File: src/acr_regs.svh
// Register offsets, field positions, reset values and bus codes of the ACS/LTR register bank
`ifndef ACR_REGS_SVH
`define ACR_REGS_SVH

`define ACR_OFF_ACS_HDR 12'h220
`define ACR_OFF_ACS_CAPCTL 12'h224
`define ACR_OFF_EGRESS 12'h228
`define ACR_OFF_LTR_HDR 12'h230
`define ACR_OFF_SNOOP 12'h234
`define ACR_OFF_W 12

`define ACR_ACS_CAP_ID 16'h000D
`define ACR_LTR_CAP_ID 16'h0018
`define ACR_CAP_VER 4'h1
`define ACR_NEXT_PTR 12'h240

`define ACR_ACS_FEAT_N 7
`define ACR_ACS_CAP_BITS 7'h7F
`define ACR_EGR_SIZE_LSB 8
`define ACR_EGR_SIZE_W 8
`define ACR_EN_LSB 16
`define ACR_EN_RST 7'h00
`define ACR_EGR_MAX 8
`define ACR_EGR_RST 8'h00
`define ACR_EGRESS_FEAT 5

`define ACR_SNP_VAL_W 10
`define ACR_SNP_VAL_RST 10'h000
`define ACR_SNP_SCL_LSB 10
`define ACR_SNP_SCL_W 3
`define ACR_SNP_SCL_RST 3'h0

`define ACR_HTRANS_NONSEQ 2'h2
`define ACR_HSIZE_WORD 3'h2
`define ACR_HRESP_OKAY 1'h0
`define ACR_WORD_ZERO 32'h00000000

`endif

File: src/acr_pkg.sv
// Types shared by the ACS/LTR register bank
`default_nettype none
package acr_pkg;

   typedef enum logic [1:0] {
      ACR_PH_IDLE  = 2'b00,
      ACR_PH_WRITE = 2'b01,
      ACR_PH_READ  = 2'b10
   } acr_phase_t;

   typedef enum logic [2:0] {
      ACR_SEL_NONE       = 3'b000,
      ACR_SEL_ACS_HDR    = 3'b001,
      ACR_SEL_ACS_CAPCTL = 3'b010,
      ACR_SEL_EGRESS     = 3'b011,
      ACR_SEL_LTR_HDR    = 3'b100,
      ACR_SEL_SNOOP      = 3'b101
   } acr_sel_t;

endpackage
`default_nettype wire

File: src/acr_feature_gate.sv
// Registered gating of enable bits by capability bits and port role
`default_nettype none
module acr_feature_gate #(
   parameter int W = 7
) (
   input wire logic hclk,
   input wire logic hresetn,
   input wire logic [W-1:0] cap_bits,
   input wire logic [W-1:0] enable_bits,
   input wire logic port_active,
   output logic [W-1:0] gated_ff
);

   if (W < 1) begin : g_w_check
      $error("acr_feature_gate: W must be at least 1");
   end

   // An enable without its capability, or on the wrong port role, leaves routing alone
   always_ff @(posedge hclk or negedge hresetn) begin
      if (!hresetn) begin
         gated_ff <= '0;
      end else begin
         gated_ff <= port_active ? (cap_bits & enable_bits) : '0;
      end
   end

endmodule // acr_feature_gate
`default_nettype wire

File: src/acr_capability_regs.sv
// ACS and LTR extended capability registers of one switch port, AHB-Lite slave
//
// Added by the designer: the AHB-Lite register port.
`include "acr_regs.svh"
`default_nettype none
module acr_capability_regs
   import acr_pkg::*;
#(
   parameter int ADDR_W = 12,
   parameter int EGR_W = 8
) (
   input wire logic hclk,
   input wire logic hresetn,
   input wire logic hsel,
   input wire logic [ADDR_W-1:0] haddr,
   input wire logic [1:0] htrans,
   input wire logic hwrite,
   input wire logic [2:0] hsize,
   input wire logic [31:0] hwdata,
   input wire logic hready,
   output logic [31:0] hrdata,
   output logic hreadyout,
   output logic hresp,
   input wire logic port_downstream,
   output logic port_role_ff,
   output logic [`ACR_ACS_FEAT_N-1:0] acs_active_en,
   output logic [EGR_W-1:0] egress_block,
   output logic [`ACR_SNP_VAL_W-1:0] snoop_lat_value,
   output logic [`ACR_SNP_SCL_W-1:0] snoop_lat_scale
);

   // The size field reports EGR_W directly, so the vector may not outgrow eight ports
   if (ADDR_W < `ACR_OFF_W) begin : g_addr_w_check
      $error("acr_capability_regs: ADDR_W must be at least 12");
   end
   if (EGR_W < 1 || EGR_W > `ACR_EGR_MAX) begin : g_egr_w_check
      $error("acr_capability_regs: EGR_W must lie between 1 and 8");
   end

   localparam logic [`ACR_EGR_SIZE_W-1:0] EGR_SIZE = EGR_W[`ACR_EGR_SIZE_W-1:0];
   localparam logic [EGR_W-1:0] EGR_ALL = '1;
   localparam logic [`ACR_ACS_FEAT_N-1:0] ACS_CAP = `ACR_ACS_CAP_BITS;

   // Bus phase tracking
   acr_phase_t phase_ff;
   acr_phase_t nxt_phase;
   acr_sel_t sel_ff;
   acr_sel_t nxt_sel;
   logic hreadyout_ff;
   logic nxt_hreadyout;
   logic [31:0] hrdata_ff;
   logic hresp_ff;

   // Port role strap
   logic strap_taken_ff;

   // Stored fields
   logic [`ACR_ACS_FEAT_N-1:0] acs_en_ff;
   logic [EGR_W-1:0] egress_vec_ff;
   logic [`ACR_SNP_VAL_W-1:0] snoop_val_ff;
   logic [`ACR_SNP_SCL_W-1:0] snoop_scl_ff;

   logic addr_take;
   logic wr_commit;
   logic egress_active;
   logic [31:0] rd_word;
   logic [EGR_W-1:0] egress_gated_ff;

   // Write strobes and fixed read images
   logic rd_commit;
   logic wr_capctl;
   logic wr_egress;
   logic wr_snoop;
   logic [31:0] acs_hdr_word;
   logic [31:0] ltr_hdr_word;

   assign hrdata = hrdata_ff;
   assign hreadyout = hreadyout_ff;
   assign hresp = hresp_ff;

   // OKAY is the only answer; kept in a flop so every bus output launches from a register
   always_ff @(posedge hclk or negedge hresetn) begin
      if (!hresetn) begin
         hresp_ff <= `ACR_HRESP_OKAY;
      end else begin
         hresp_ff <= `ACR_HRESP_OKAY;
      end
   end

   // Role is sampled once after reset release so that a pin which settles late
   // during reset still defines which register set this port carries
   always_ff @(posedge hclk or negedge hresetn) begin
      if (!hresetn) begin
         strap_taken_ff <= 1'b0;
      end else begin
         strap_taken_ff <= 1'b1;
      end
   end

   always_ff @(posedge hclk or negedge hresetn) begin
      if (!hresetn) begin
         port_role_ff <= 1'b0;
      end else if (!strap_taken_ff) begin
         port_role_ff <= port_downstream;
      end
   end

   // Address decode; registers of the other role answer as unmapped
   always_comb begin
      nxt_sel = ACR_SEL_NONE;
      case (haddr[`ACR_OFF_W-1:0])
         `ACR_OFF_ACS_HDR: begin
            if (port_role_ff) begin
               nxt_sel = ACR_SEL_ACS_HDR;
            end
         end
         `ACR_OFF_ACS_CAPCTL: begin
            if (port_role_ff) begin
               nxt_sel = ACR_SEL_ACS_CAPCTL;
            end
         end
         `ACR_OFF_EGRESS: begin
            if (port_role_ff) begin
               nxt_sel = ACR_SEL_EGRESS;
            end
         end
         `ACR_OFF_LTR_HDR: begin
            if (!port_role_ff) begin
               nxt_sel = ACR_SEL_LTR_HDR;
            end
         end
         `ACR_OFF_SNOOP: begin
            if (!port_role_ff) begin
               nxt_sel = ACR_SEL_SNOOP;
            end
         end
         default: begin
            nxt_sel = ACR_SEL_NONE;
         end
      endcase
      // Any address bit above the register window means a miss
      if (ADDR_W > `ACR_OFF_W) begin
         if ((haddr >> `ACR_OFF_W) != '0) begin
            nxt_sel = ACR_SEL_NONE;
         end
      end
   end

   // Only whole-word transfers reach the registers; narrower ones are ignored
   assign addr_take = hsel && hready && (htrans == `ACR_HTRANS_NONSEQ)
                      && (hsize == `ACR_HSIZE_WORD);

   // Reads take one wait state so that hrdata can come from a flip-flop
   always_comb begin
      nxt_phase = ACR_PH_IDLE;
      nxt_hreadyout = 1'b1;
      case (phase_ff)
         ACR_PH_READ: begin
            nxt_phase = ACR_PH_IDLE;
            nxt_hreadyout = 1'b1;
         end
         ACR_PH_IDLE, ACR_PH_WRITE: begin
            if (addr_take) begin
               nxt_phase = hwrite ? ACR_PH_WRITE : ACR_PH_READ;
               nxt_hreadyout = hwrite;
            end
         end
         default: begin
            nxt_phase = ACR_PH_IDLE;
            nxt_hreadyout = 1'b1;
         end
      endcase
   end

   always_ff @(posedge hclk or negedge hresetn) begin
      if (!hresetn) begin
         phase_ff <= ACR_PH_IDLE;
      end else begin
         phase_ff <= nxt_phase;
      end
   end

   // Low only through the single read wait state
   always_ff @(posedge hclk or negedge hresetn) begin
      if (!hresetn) begin
         hreadyout_ff <= 1'b1;
      end else begin
         hreadyout_ff <= nxt_hreadyout;
      end
   end

   always_ff @(posedge hclk or negedge hresetn) begin
      if (!hresetn) begin
         sel_ff <= ACR_SEL_NONE;
      end else if (addr_take) begin
         sel_ff <= nxt_sel;
      end
   end

   // Write data phase always completes with no wait, hreadyout is high there
   assign wr_commit = (phase_ff == ACR_PH_WRITE);
   assign rd_commit = (phase_ff == ACR_PH_READ);

   // One write strobe per writable word; the select is held through the data phase
   assign wr_capctl = wr_commit && (sel_ff == ACR_SEL_ACS_CAPCTL);
   assign wr_egress = wr_commit && (sel_ff == ACR_SEL_EGRESS);
   assign wr_snoop = wr_commit && (sel_ff == ACR_SEL_SNOOP);

   // Header images never change; only the port role decides whether they are seen
   assign acs_hdr_word = {`ACR_NEXT_PTR, `ACR_CAP_VER, `ACR_ACS_CAP_ID};
   assign ltr_hdr_word = {`ACR_NEXT_PTR, `ACR_CAP_VER, `ACR_LTR_CAP_ID};

   // Read word; everything not listed reads as zero
   always_comb begin
      rd_word = `ACR_WORD_ZERO;
      case (sel_ff)
         ACR_SEL_ACS_HDR: begin
            rd_word = acs_hdr_word;
         end
         ACR_SEL_ACS_CAPCTL: begin
            rd_word[`ACR_ACS_FEAT_N-1:0] = ACS_CAP;
            rd_word[`ACR_EGR_SIZE_LSB +: `ACR_EGR_SIZE_W] = EGR_SIZE;
            rd_word[`ACR_EN_LSB +: `ACR_ACS_FEAT_N] = acs_en_ff;
         end
         ACR_SEL_EGRESS: begin
            rd_word[EGR_W-1:0] = egress_vec_ff;
         end
         ACR_SEL_LTR_HDR: begin
            rd_word = ltr_hdr_word;
         end
         ACR_SEL_SNOOP: begin
            rd_word[`ACR_SNP_VAL_W-1:0] = snoop_val_ff;
            rd_word[`ACR_SNP_SCL_LSB +: `ACR_SNP_SCL_W] = snoop_scl_ff;
         end
         default: begin
            rd_word = `ACR_WORD_ZERO;
         end
      endcase
   end

   // Captured at the end of the wait state and held until the next read
   always_ff @(posedge hclk or negedge hresetn) begin
      if (!hresetn) begin
         hrdata_ff <= `ACR_WORD_ZERO;
      end else if (rd_commit) begin
         hrdata_ff <= rd_word;
      end
   end

   // Enables keep only bits 22:16; the headers take no write at all
   always_ff @(posedge hclk or negedge hresetn) begin
      if (!hresetn) begin
         acs_en_ff <= `ACR_EN_RST;
      end else if (wr_capctl) begin
         acs_en_ff <= hwdata[`ACR_EN_LSB +: `ACR_ACS_FEAT_N];
      end
   end

   // Vector bits above EGR_W stay reserved: they read zero and drop writes
   always_ff @(posedge hclk or negedge hresetn) begin
      if (!hresetn) begin
         egress_vec_ff <= `ACR_EGR_RST;
      end else if (wr_egress) begin
         egress_vec_ff <= hwdata[EGR_W-1:0];
      end
   end

   // Value and scale land together from one word
   always_ff @(posedge hclk or negedge hresetn) begin
      if (!hresetn) begin
         snoop_val_ff <= `ACR_SNP_VAL_RST;
      end else if (wr_snoop) begin
         snoop_val_ff <= hwdata[`ACR_SNP_VAL_W-1:0];
      end
   end

   always_ff @(posedge hclk or negedge hresetn) begin
      if (!hresetn) begin
         snoop_scl_ff <= `ACR_SNP_SCL_RST;
      end else if (wr_snoop) begin
         snoop_scl_ff <= hwdata[`ACR_SNP_SCL_LSB +: `ACR_SNP_SCL_W];
      end
   end

   // Datapath controls, one cycle behind the registers
   acr_feature_gate #(
      .W(`ACR_ACS_FEAT_N)
   ) u_acs_gate (
      .hclk(hclk),
      .hresetn(hresetn),
      .cap_bits(ACS_CAP),
      .enable_bits(acs_en_ff),
      .port_active(port_role_ff),
      .gated_ff(acs_active_en)
   );

   // The vector only steers traffic while egress control is both offered and enabled
   assign egress_active = port_role_ff && acs_en_ff[`ACR_EGRESS_FEAT]
                          && ACS_CAP[`ACR_EGRESS_FEAT];

   acr_feature_gate #(
      .W(EGR_W)
   ) u_egress_gate (
      .hclk(hclk),
      .hresetn(hresetn),
      .cap_bits(EGR_ALL),
      .enable_bits(egress_vec_ff),
      .port_active(egress_active),
      .gated_ff(egress_gated_ff)
   );

   assign egress_block = egress_gated_ff;

   // Latency limits face the LTR logic only on the upstream port
   always_ff @(posedge hclk or negedge hresetn) begin
      if (!hresetn) begin
         snoop_lat_value <= `ACR_SNP_VAL_RST;
      end else begin
         snoop_lat_value <= port_role_ff ? `ACR_SNP_VAL_RST : snoop_val_ff;
      end
   end

   // Held at reset value on a downstream port so the LTR side never sees a stale limit
   always_ff @(posedge hclk or negedge hresetn) begin
      if (!hresetn) begin
         snoop_lat_scale <= `ACR_SNP_SCL_RST;
      end else begin
         snoop_lat_scale <= port_role_ff ? `ACR_SNP_SCL_RST : snoop_scl_ff;
      end
   end

endmodule // acr_capability_regs
`default_nettype wire

File: config.mk
export PLATFORM = sky130hd
export DESIGN_NAME = acr_capability_regs
export DESIGN_NICKNAME = d
export VERILOG_FILES = /design/src/acr_pkg.sv /design/src/acr_feature_gate.sv /design/src/acr_capability_regs.sv
export VERILOG_INCLUDE_DIRS = /design/src
export SDC_FILE = /design/constraint.sdc
export NUM_CORES = 1
export LEC_CHECK = 0
export ABC_AREA = 1
export BUFFER_PORTS_ARGS = -buffer_cell sky130_fd_sc_hd__buf_2
export CORE_MARGIN = 3
export CORE_UTILIZATION = 50
export DETAILED_ROUTE_END_ITERATION = 8
export GPL_ROUTABILITY_DRIVEN = 0
export PLACE_DENSITY = 0.79
export SYNTH_ARGS = -nofsm -noshare
export SYNTH_HDL_FRONTEND = slang
export SYNTH_SLANG_ARGS = --single-unit
File: constraint.sdc
create_clock -name hclk -period 2 [get_ports hclk]
set_input_delay 0.6 -clock hclk [delete_from_list [all_inputs] [get_ports hclk]]
set_output_delay 0.6 -clock hclk [all_outputs]
set_load 0.02 [all_outputs]
Word level (Yosys, flattened, before mapping)
Cells that the tools add are included.
{ "totals": {"regBits": 96, "inputBits": 55, "elab_cells": 58} }
{ "op_classes": {"eq_ne": 14, "n_mux": 20, "reduce_logical": 10} }
{ "op_table": {"columns": ["cell", "n"], "rows": [
  ["$eq A12 B10 Y1 const B", 5],
  ["$pmux W7 S5", 1],
  ["$pmux W10 S2", 1],
  ["$pmux W3 S5", 1],
  ["$mux W7", 2],
  ["$mux W10", 1],
  ["$mux W2", 5],
  ["$pmux W5 S2", 1],
  ["$eq A3 B2 Y1 const B", 3],
  ["$mux W3", 3],
  ["$mux W8", 1],
  ["$logic_and A1 B1 Y1", 7],
  ["$eq A3 B3 Y1 const B", 2],
  ["$eq A2 B2 Y1 const B", 2],
  ["$reduce_or A2 Y1", 2],
  ["$eq A3 B1 Y1 const B", 1],
  ["$mux W1", 3],
  ["$eq A2 B1 Y1 const B", 1],
  ["$logic_not A2 Y1", 1],
  ["$pmux W1 S2", 1]
]} }

Depth between registers and ports, before layout
{ "logic_depth": {"ltp_word": 5, "ltp_mapped": 9, "mapped_depth_nobuf": 9} }

Cells and area by module
From an unflattened synthesis, not the netlist that was laid out.
{ "hier_totals": {"hier_cells": 366, "area_unflattened_um2": 3469.6} }
{ "by_module_without_submodules": {"columns": ["mod", "instances", "cells_each", "area_per_inst_um2", "seq_area_each_um2"], "rows": [
  ["acr_capability_regs", 1, 319, 2974.1, 1752.9],
  ["acr_feature_gate at u_egress_gate", 1, 25, 264.0, 200.2],
  ["acr_feature_gate at u_acs_gate", 1, 22, 231.5, 175.2]
]} }

Worst setup path before layout
OpenSTA, ideal clock, no wires.
{ "synth_path": {"kind": "input to register", "from": "in haddr[8]", "to": "reg sel_ff[0]", "setup_time_ns": 0.065, "t_arrival_ns": 1.266, "slack_ns": 0.669, "stages": 9, "n_path_buf": 0, "path_cell_list": "inv_1 -> nand2_1 -> nor2_1 -> nand3_1 -> nand2_1 -> nand2_1 -> nand2_1 -> nand2_1 -> nand2_1"} }
{ "synth_via": {"elab_chain_len": 2, "elab_cells_between_ends": 6, "classes_between": "eq/ne (5); mux (1)"} }
{ "synth_lines": {"columns": ["element", "line_no", "rtl"], "rows": [
  ["start, declared", "acr_capability_regs.sv:15", "input wire logic [ADDR_W-1:0] haddr,"],
  ["$eq A12 B10 Y1", "acr_capability_regs.sv:111", "case (haddr[`ACR_OFF_W-1:0])"],
  ["$pmux W3 S5 *", "acr_capability_regs.sv:111", null],
  ["end signal, assigned", "acr_capability_regs.sv:196", "sel_ff <= nxt_sel;"],
  ["end, declared", "acr_capability_regs.sv:47", "acr_sel_t sel_ff;"]
]} }
Every way passes the cells marked *; elsewhere a longest branch is shown, timed or not.
A chain may end at the register's enable or synchronous reset.

Worst setup path in the final report
{ "layout_path": {"from": "reg hreadyout_ff (netlist: hreadyout)", "to": "out hreadyout"} }
{ "layout_lines": {"columns": ["element", "line_no", "rtl"], "rows": [
  ["start, declared", "acr_capability_regs.sv:49", "logic hreadyout_ff;"],
  ["start signal, assigned", "acr_capability_regs.sv:188", "hreadyout_ff <= nxt_hreadyout;"],
  ["end, declared", "acr_capability_regs.sv:22", "output logic hreadyout,"]
]} }
No word-level cell between the ends.

==> results.sh <==
export IMPL_outcome="completed"
export IMPL_num_rows=30
export IMPL_clock_tree_buffer_depth=2
export IMPL_start_kind="register"
export IMPL_synthSimpleGateAreaFrac=0.182
export IMPL_worst_setup_path_type="reg -> out"
export IMPL_start_util=0.520
export IMPL_cp_slowest_cell="dfstp_2"
export IMPL_max_cap_violations=0
export IMPL_diodes=0
export IMPL_critPathTopFamily="flip-flops"
export IMPL_via_per_inst=4.61
export IMPL_critical_path_endpoint_type="output port"
export IMPL_insertion_delay_ns=0.35
export IMPL_vdd_drop_max_v=0.000399
export IMPL_timing_final_crit_share=0.810
export IMPL_syn_instance_count=364
export IMPL_synth_seq_cells=85
export IMPL_antenna_found_initial=0
export IMPL_fin_hold_ws_ns=0.225
export IMPL_synthesis_area_sq_mm=0.00355
export IMPL_grt_pass1_vias=2577
export IMPL_ys_types=31
export IMPL_routed_via_count=2602
export IMPL_die_area_sq_mm=0.00816
export IMPL_yosysWarnings=0
export IMPL_die_w_microns=90.3
export IMPL_finalSetupViolCount=0
export IMPL_finalClockSkew_ns=0.00953
export IMPL_p_leak_nw=2.40
export IMPL_yosysTopAreaCell="dfrtp_1"
export IMPL_drive_above_1_share=0.335
export IMPL_tightestPinTransition_ns=0.512
export IMPL_die_h_microns=90.3
export IMPL_synthAdderAreaFrac=0
export IMPL_rsz0062_at_grt="false"
export IMPL_grt_overflow_total=0
export IMPL_route_detailed_drc=0
export IMPL_port_buffers=94
export IMPL_hold_path_class="in -> async"
export IMPL_fp_coreArea_sq_mm=0.00683
export IMPL_dp_hpwl_microns=5150
export IMPL_cp_num_buf_inv=1
export IMPL_numClockSinks=85
export IMPL_ys_top_cells_by_area="dfrtp_1, nand2_1, inv_1, nor2_1, mux2_4"
export IMPL_wire_per_inst_microns=12.7
export IMPL_synth_edf_count=0
export IMPL_path_cells="buf_2"
export IMPL_firstDrtPassIters=4
export IMPL_syn_avg_cell_area_sq_um=9.77
export IMPL_total_power_mw=3.73
export IMPL_cpPeakStageDelay_ns=0.53
export IMPL_cp_required_ns=1.40
export IMPL_finalSetupTns_ns=0
export IMPL_yosysSeqAreaShare=0.599
export IMPL_synth_most_common_cell="dfrtp_1"
export IMPL_dr_first_iter_drc_count=92
export IMPL_io_pins=118
export IMPL_ant_nets=0
export IMPL_htreeDepth=3
export IMPL_grt_pass1_wl_microns=11900
export IMPL_synth_top_area_frac=0.591
export IMPL_place_area_sq_mm=0.00410
export IMPL_cp_arrival_ns=1.02
export IMPL_p_per_area_mw_per_mm2=864
export IMPL_muxShareOfSynthArea=0.0296
export IMPL_grt_usage=0.187
export IMPL_nFillCells=582
export IMPL_clkTransAtPathRegs_ns=0.08
export IMPL_nNetsFinal=518
export IMPL_drv_slew=0
export IMPL_fmax_mhz=617
export IMPL_hold_violations=0
export IMPL_finalInstanceArea_sq_mm=0.00432
export IMPL_async_flop_share=1.00
export IMPL_period_minus_slack_ns=1.62
export IMPL_ys_top_cells_by_count="dfrtp_1, nand2_1, inv_1, nor2_1, o21ai_1"
export IMPL_root_buffer="clkbuf_8"
export IMPL_synth_compound_area_frac=0.0894
export IMPL_slew_headroom=0.659
export IMPL_post_cts_buffers=0
export IMPL_routed_wl_microns=7160
export IMPL_cts_hold_fix_buffers=0
export IMPL_synth_top_flop_cell="dfrtp_1"
export IMPL_areaGrowthSynthToFinish_pct=21.5
export IMPL_grt_max_degree=40
export IMPL_synth_top_family_by_area="simple AND/OR/NAND/NOR gates"
export IMPL_synth_xor_area_frac=0
export IMPL_cp_max_fo=1
export IMPL_post_cts_resized=0
export IMPL_cts_tree="done"
export IMPL_numCtsBuffers=9
area by class of cell:
class	count	area [sq um]	share of cell area
Inverter	52	195	0.0452
Tap cell	96	120	0.0278
Sequential cell	85	2130	0.493
Clock buffer	11	131	0.0304
Timing Repair Buffer	100	543	0.126
Clock inverter	5	83.8	0.0194
Multi-Input combinational cell	215	1120	0.258
routing by layer:
layer | vias to the layer above | share of wire | GRT usage | wire length, microns
met5 | - | 0 | 0 | 0
met3 | 12 | 0.069 | 0.0600 | 491
met2 | 104 | 0.49 | 0.306 | 3480
met4 | 0 | 0.016 | 0.0702 | 116
met1 | 1185 | 0.43 | 0.232 | 3080
li1 | 1301 | - | - | -
sequential cells by signal, indices dropped and copies added, names as in the netlist:
| name | count |
|---|---|
| port_role_ff | 1 |
| sel_ff | 3 |
| snoop_scl_ff | 3 |
| snoop_val_ff | 10 |
| phase_ff | 2 |
| hreadyout | 1 |
| u_acs_gate.gated_ff | 7 |
| snoop_lat_scale | 3 |
| strap_taken_ff | 1 |
| acs_en_ff | 7 |
| snoop_lat_value | 10 |
| u_egress_gate.gated_ff | 8 |
| egress_vec_ff | 8 |
| hrdata | 21 |
cell usage in the layout, fill, tap and decap left out, types with 7 or more instances in the layout:
cell type | Yosys | routed
buf_2 | 2 | 93
dfrtp_1 | 84 | 84
o21ai_2 | 7 | 7
nor2_1 | 45 | 45
nand2_1 | 76 | 76
o21ai_1 | 14 | 14
inv_2 | 7 | 7
clkbuf_8 | 0 | 9
conb_1 | 2 | 12
inv_1 | 45 | 45
mux2_4 | 7 | 7
nand2_2 | 9 | 9
final timing paths:
path / startpoint / to / slack, ns / depth (start not counted)
max: hreadyout$_DFF_PN1_ / hreadyout / 0.38 / 1
min: hresetn / egress_vec_ff[7]$_DFFE_PN0P_ / 0.22 / 1
max reg2reg: sel_ff[1]$_DFFE_PN0N_ / snoop_val_ff[1]$_DFFE_PN0P_ / 0.45 / 6
min reg2reg: strap_taken_ff$_DFF_PN0_ / port_role_ff$_DFFE_PN0N_ / 0.45 / 1
max in group asynchronous: hresetn / hrdata[1]$_DFFE_PN0N_ / 1.27 / 2
min in group hclk: hwrite / phase_ff[1]$_DFF_PN0_ / 0.43 / 2
logic make-up after synthesis:
| kind of cell | Yosys count |
|---|---|
| compound gates | 49 |
| flops | 85 |
| buf+inv | 74 |
| other cells | 2 |
| simple gates | 147 |
| mux | 7 |
metrics by stage:
stage | cells | worst slack [ns] | utilization
floorplan | 374 | 0.669 | -
global placement | 548 | 0.466 | 0.601
detailed placement | 548 | 0.422 | 0.601
CTS | 564 | 0.365 | 0.632
global route | 564 | 0.327 | 0.632
finish | 564 | 0.380 | 0.632
where the power goes:
part	switching [mW]	internal (mW)	total, mW
Clock	0.598	0.709	1.31
Combinational	0.348	0.186	0.534
Sequential	0.0619	1.83	1.89
Note: power is estimated with default switching activity, not from simulation.
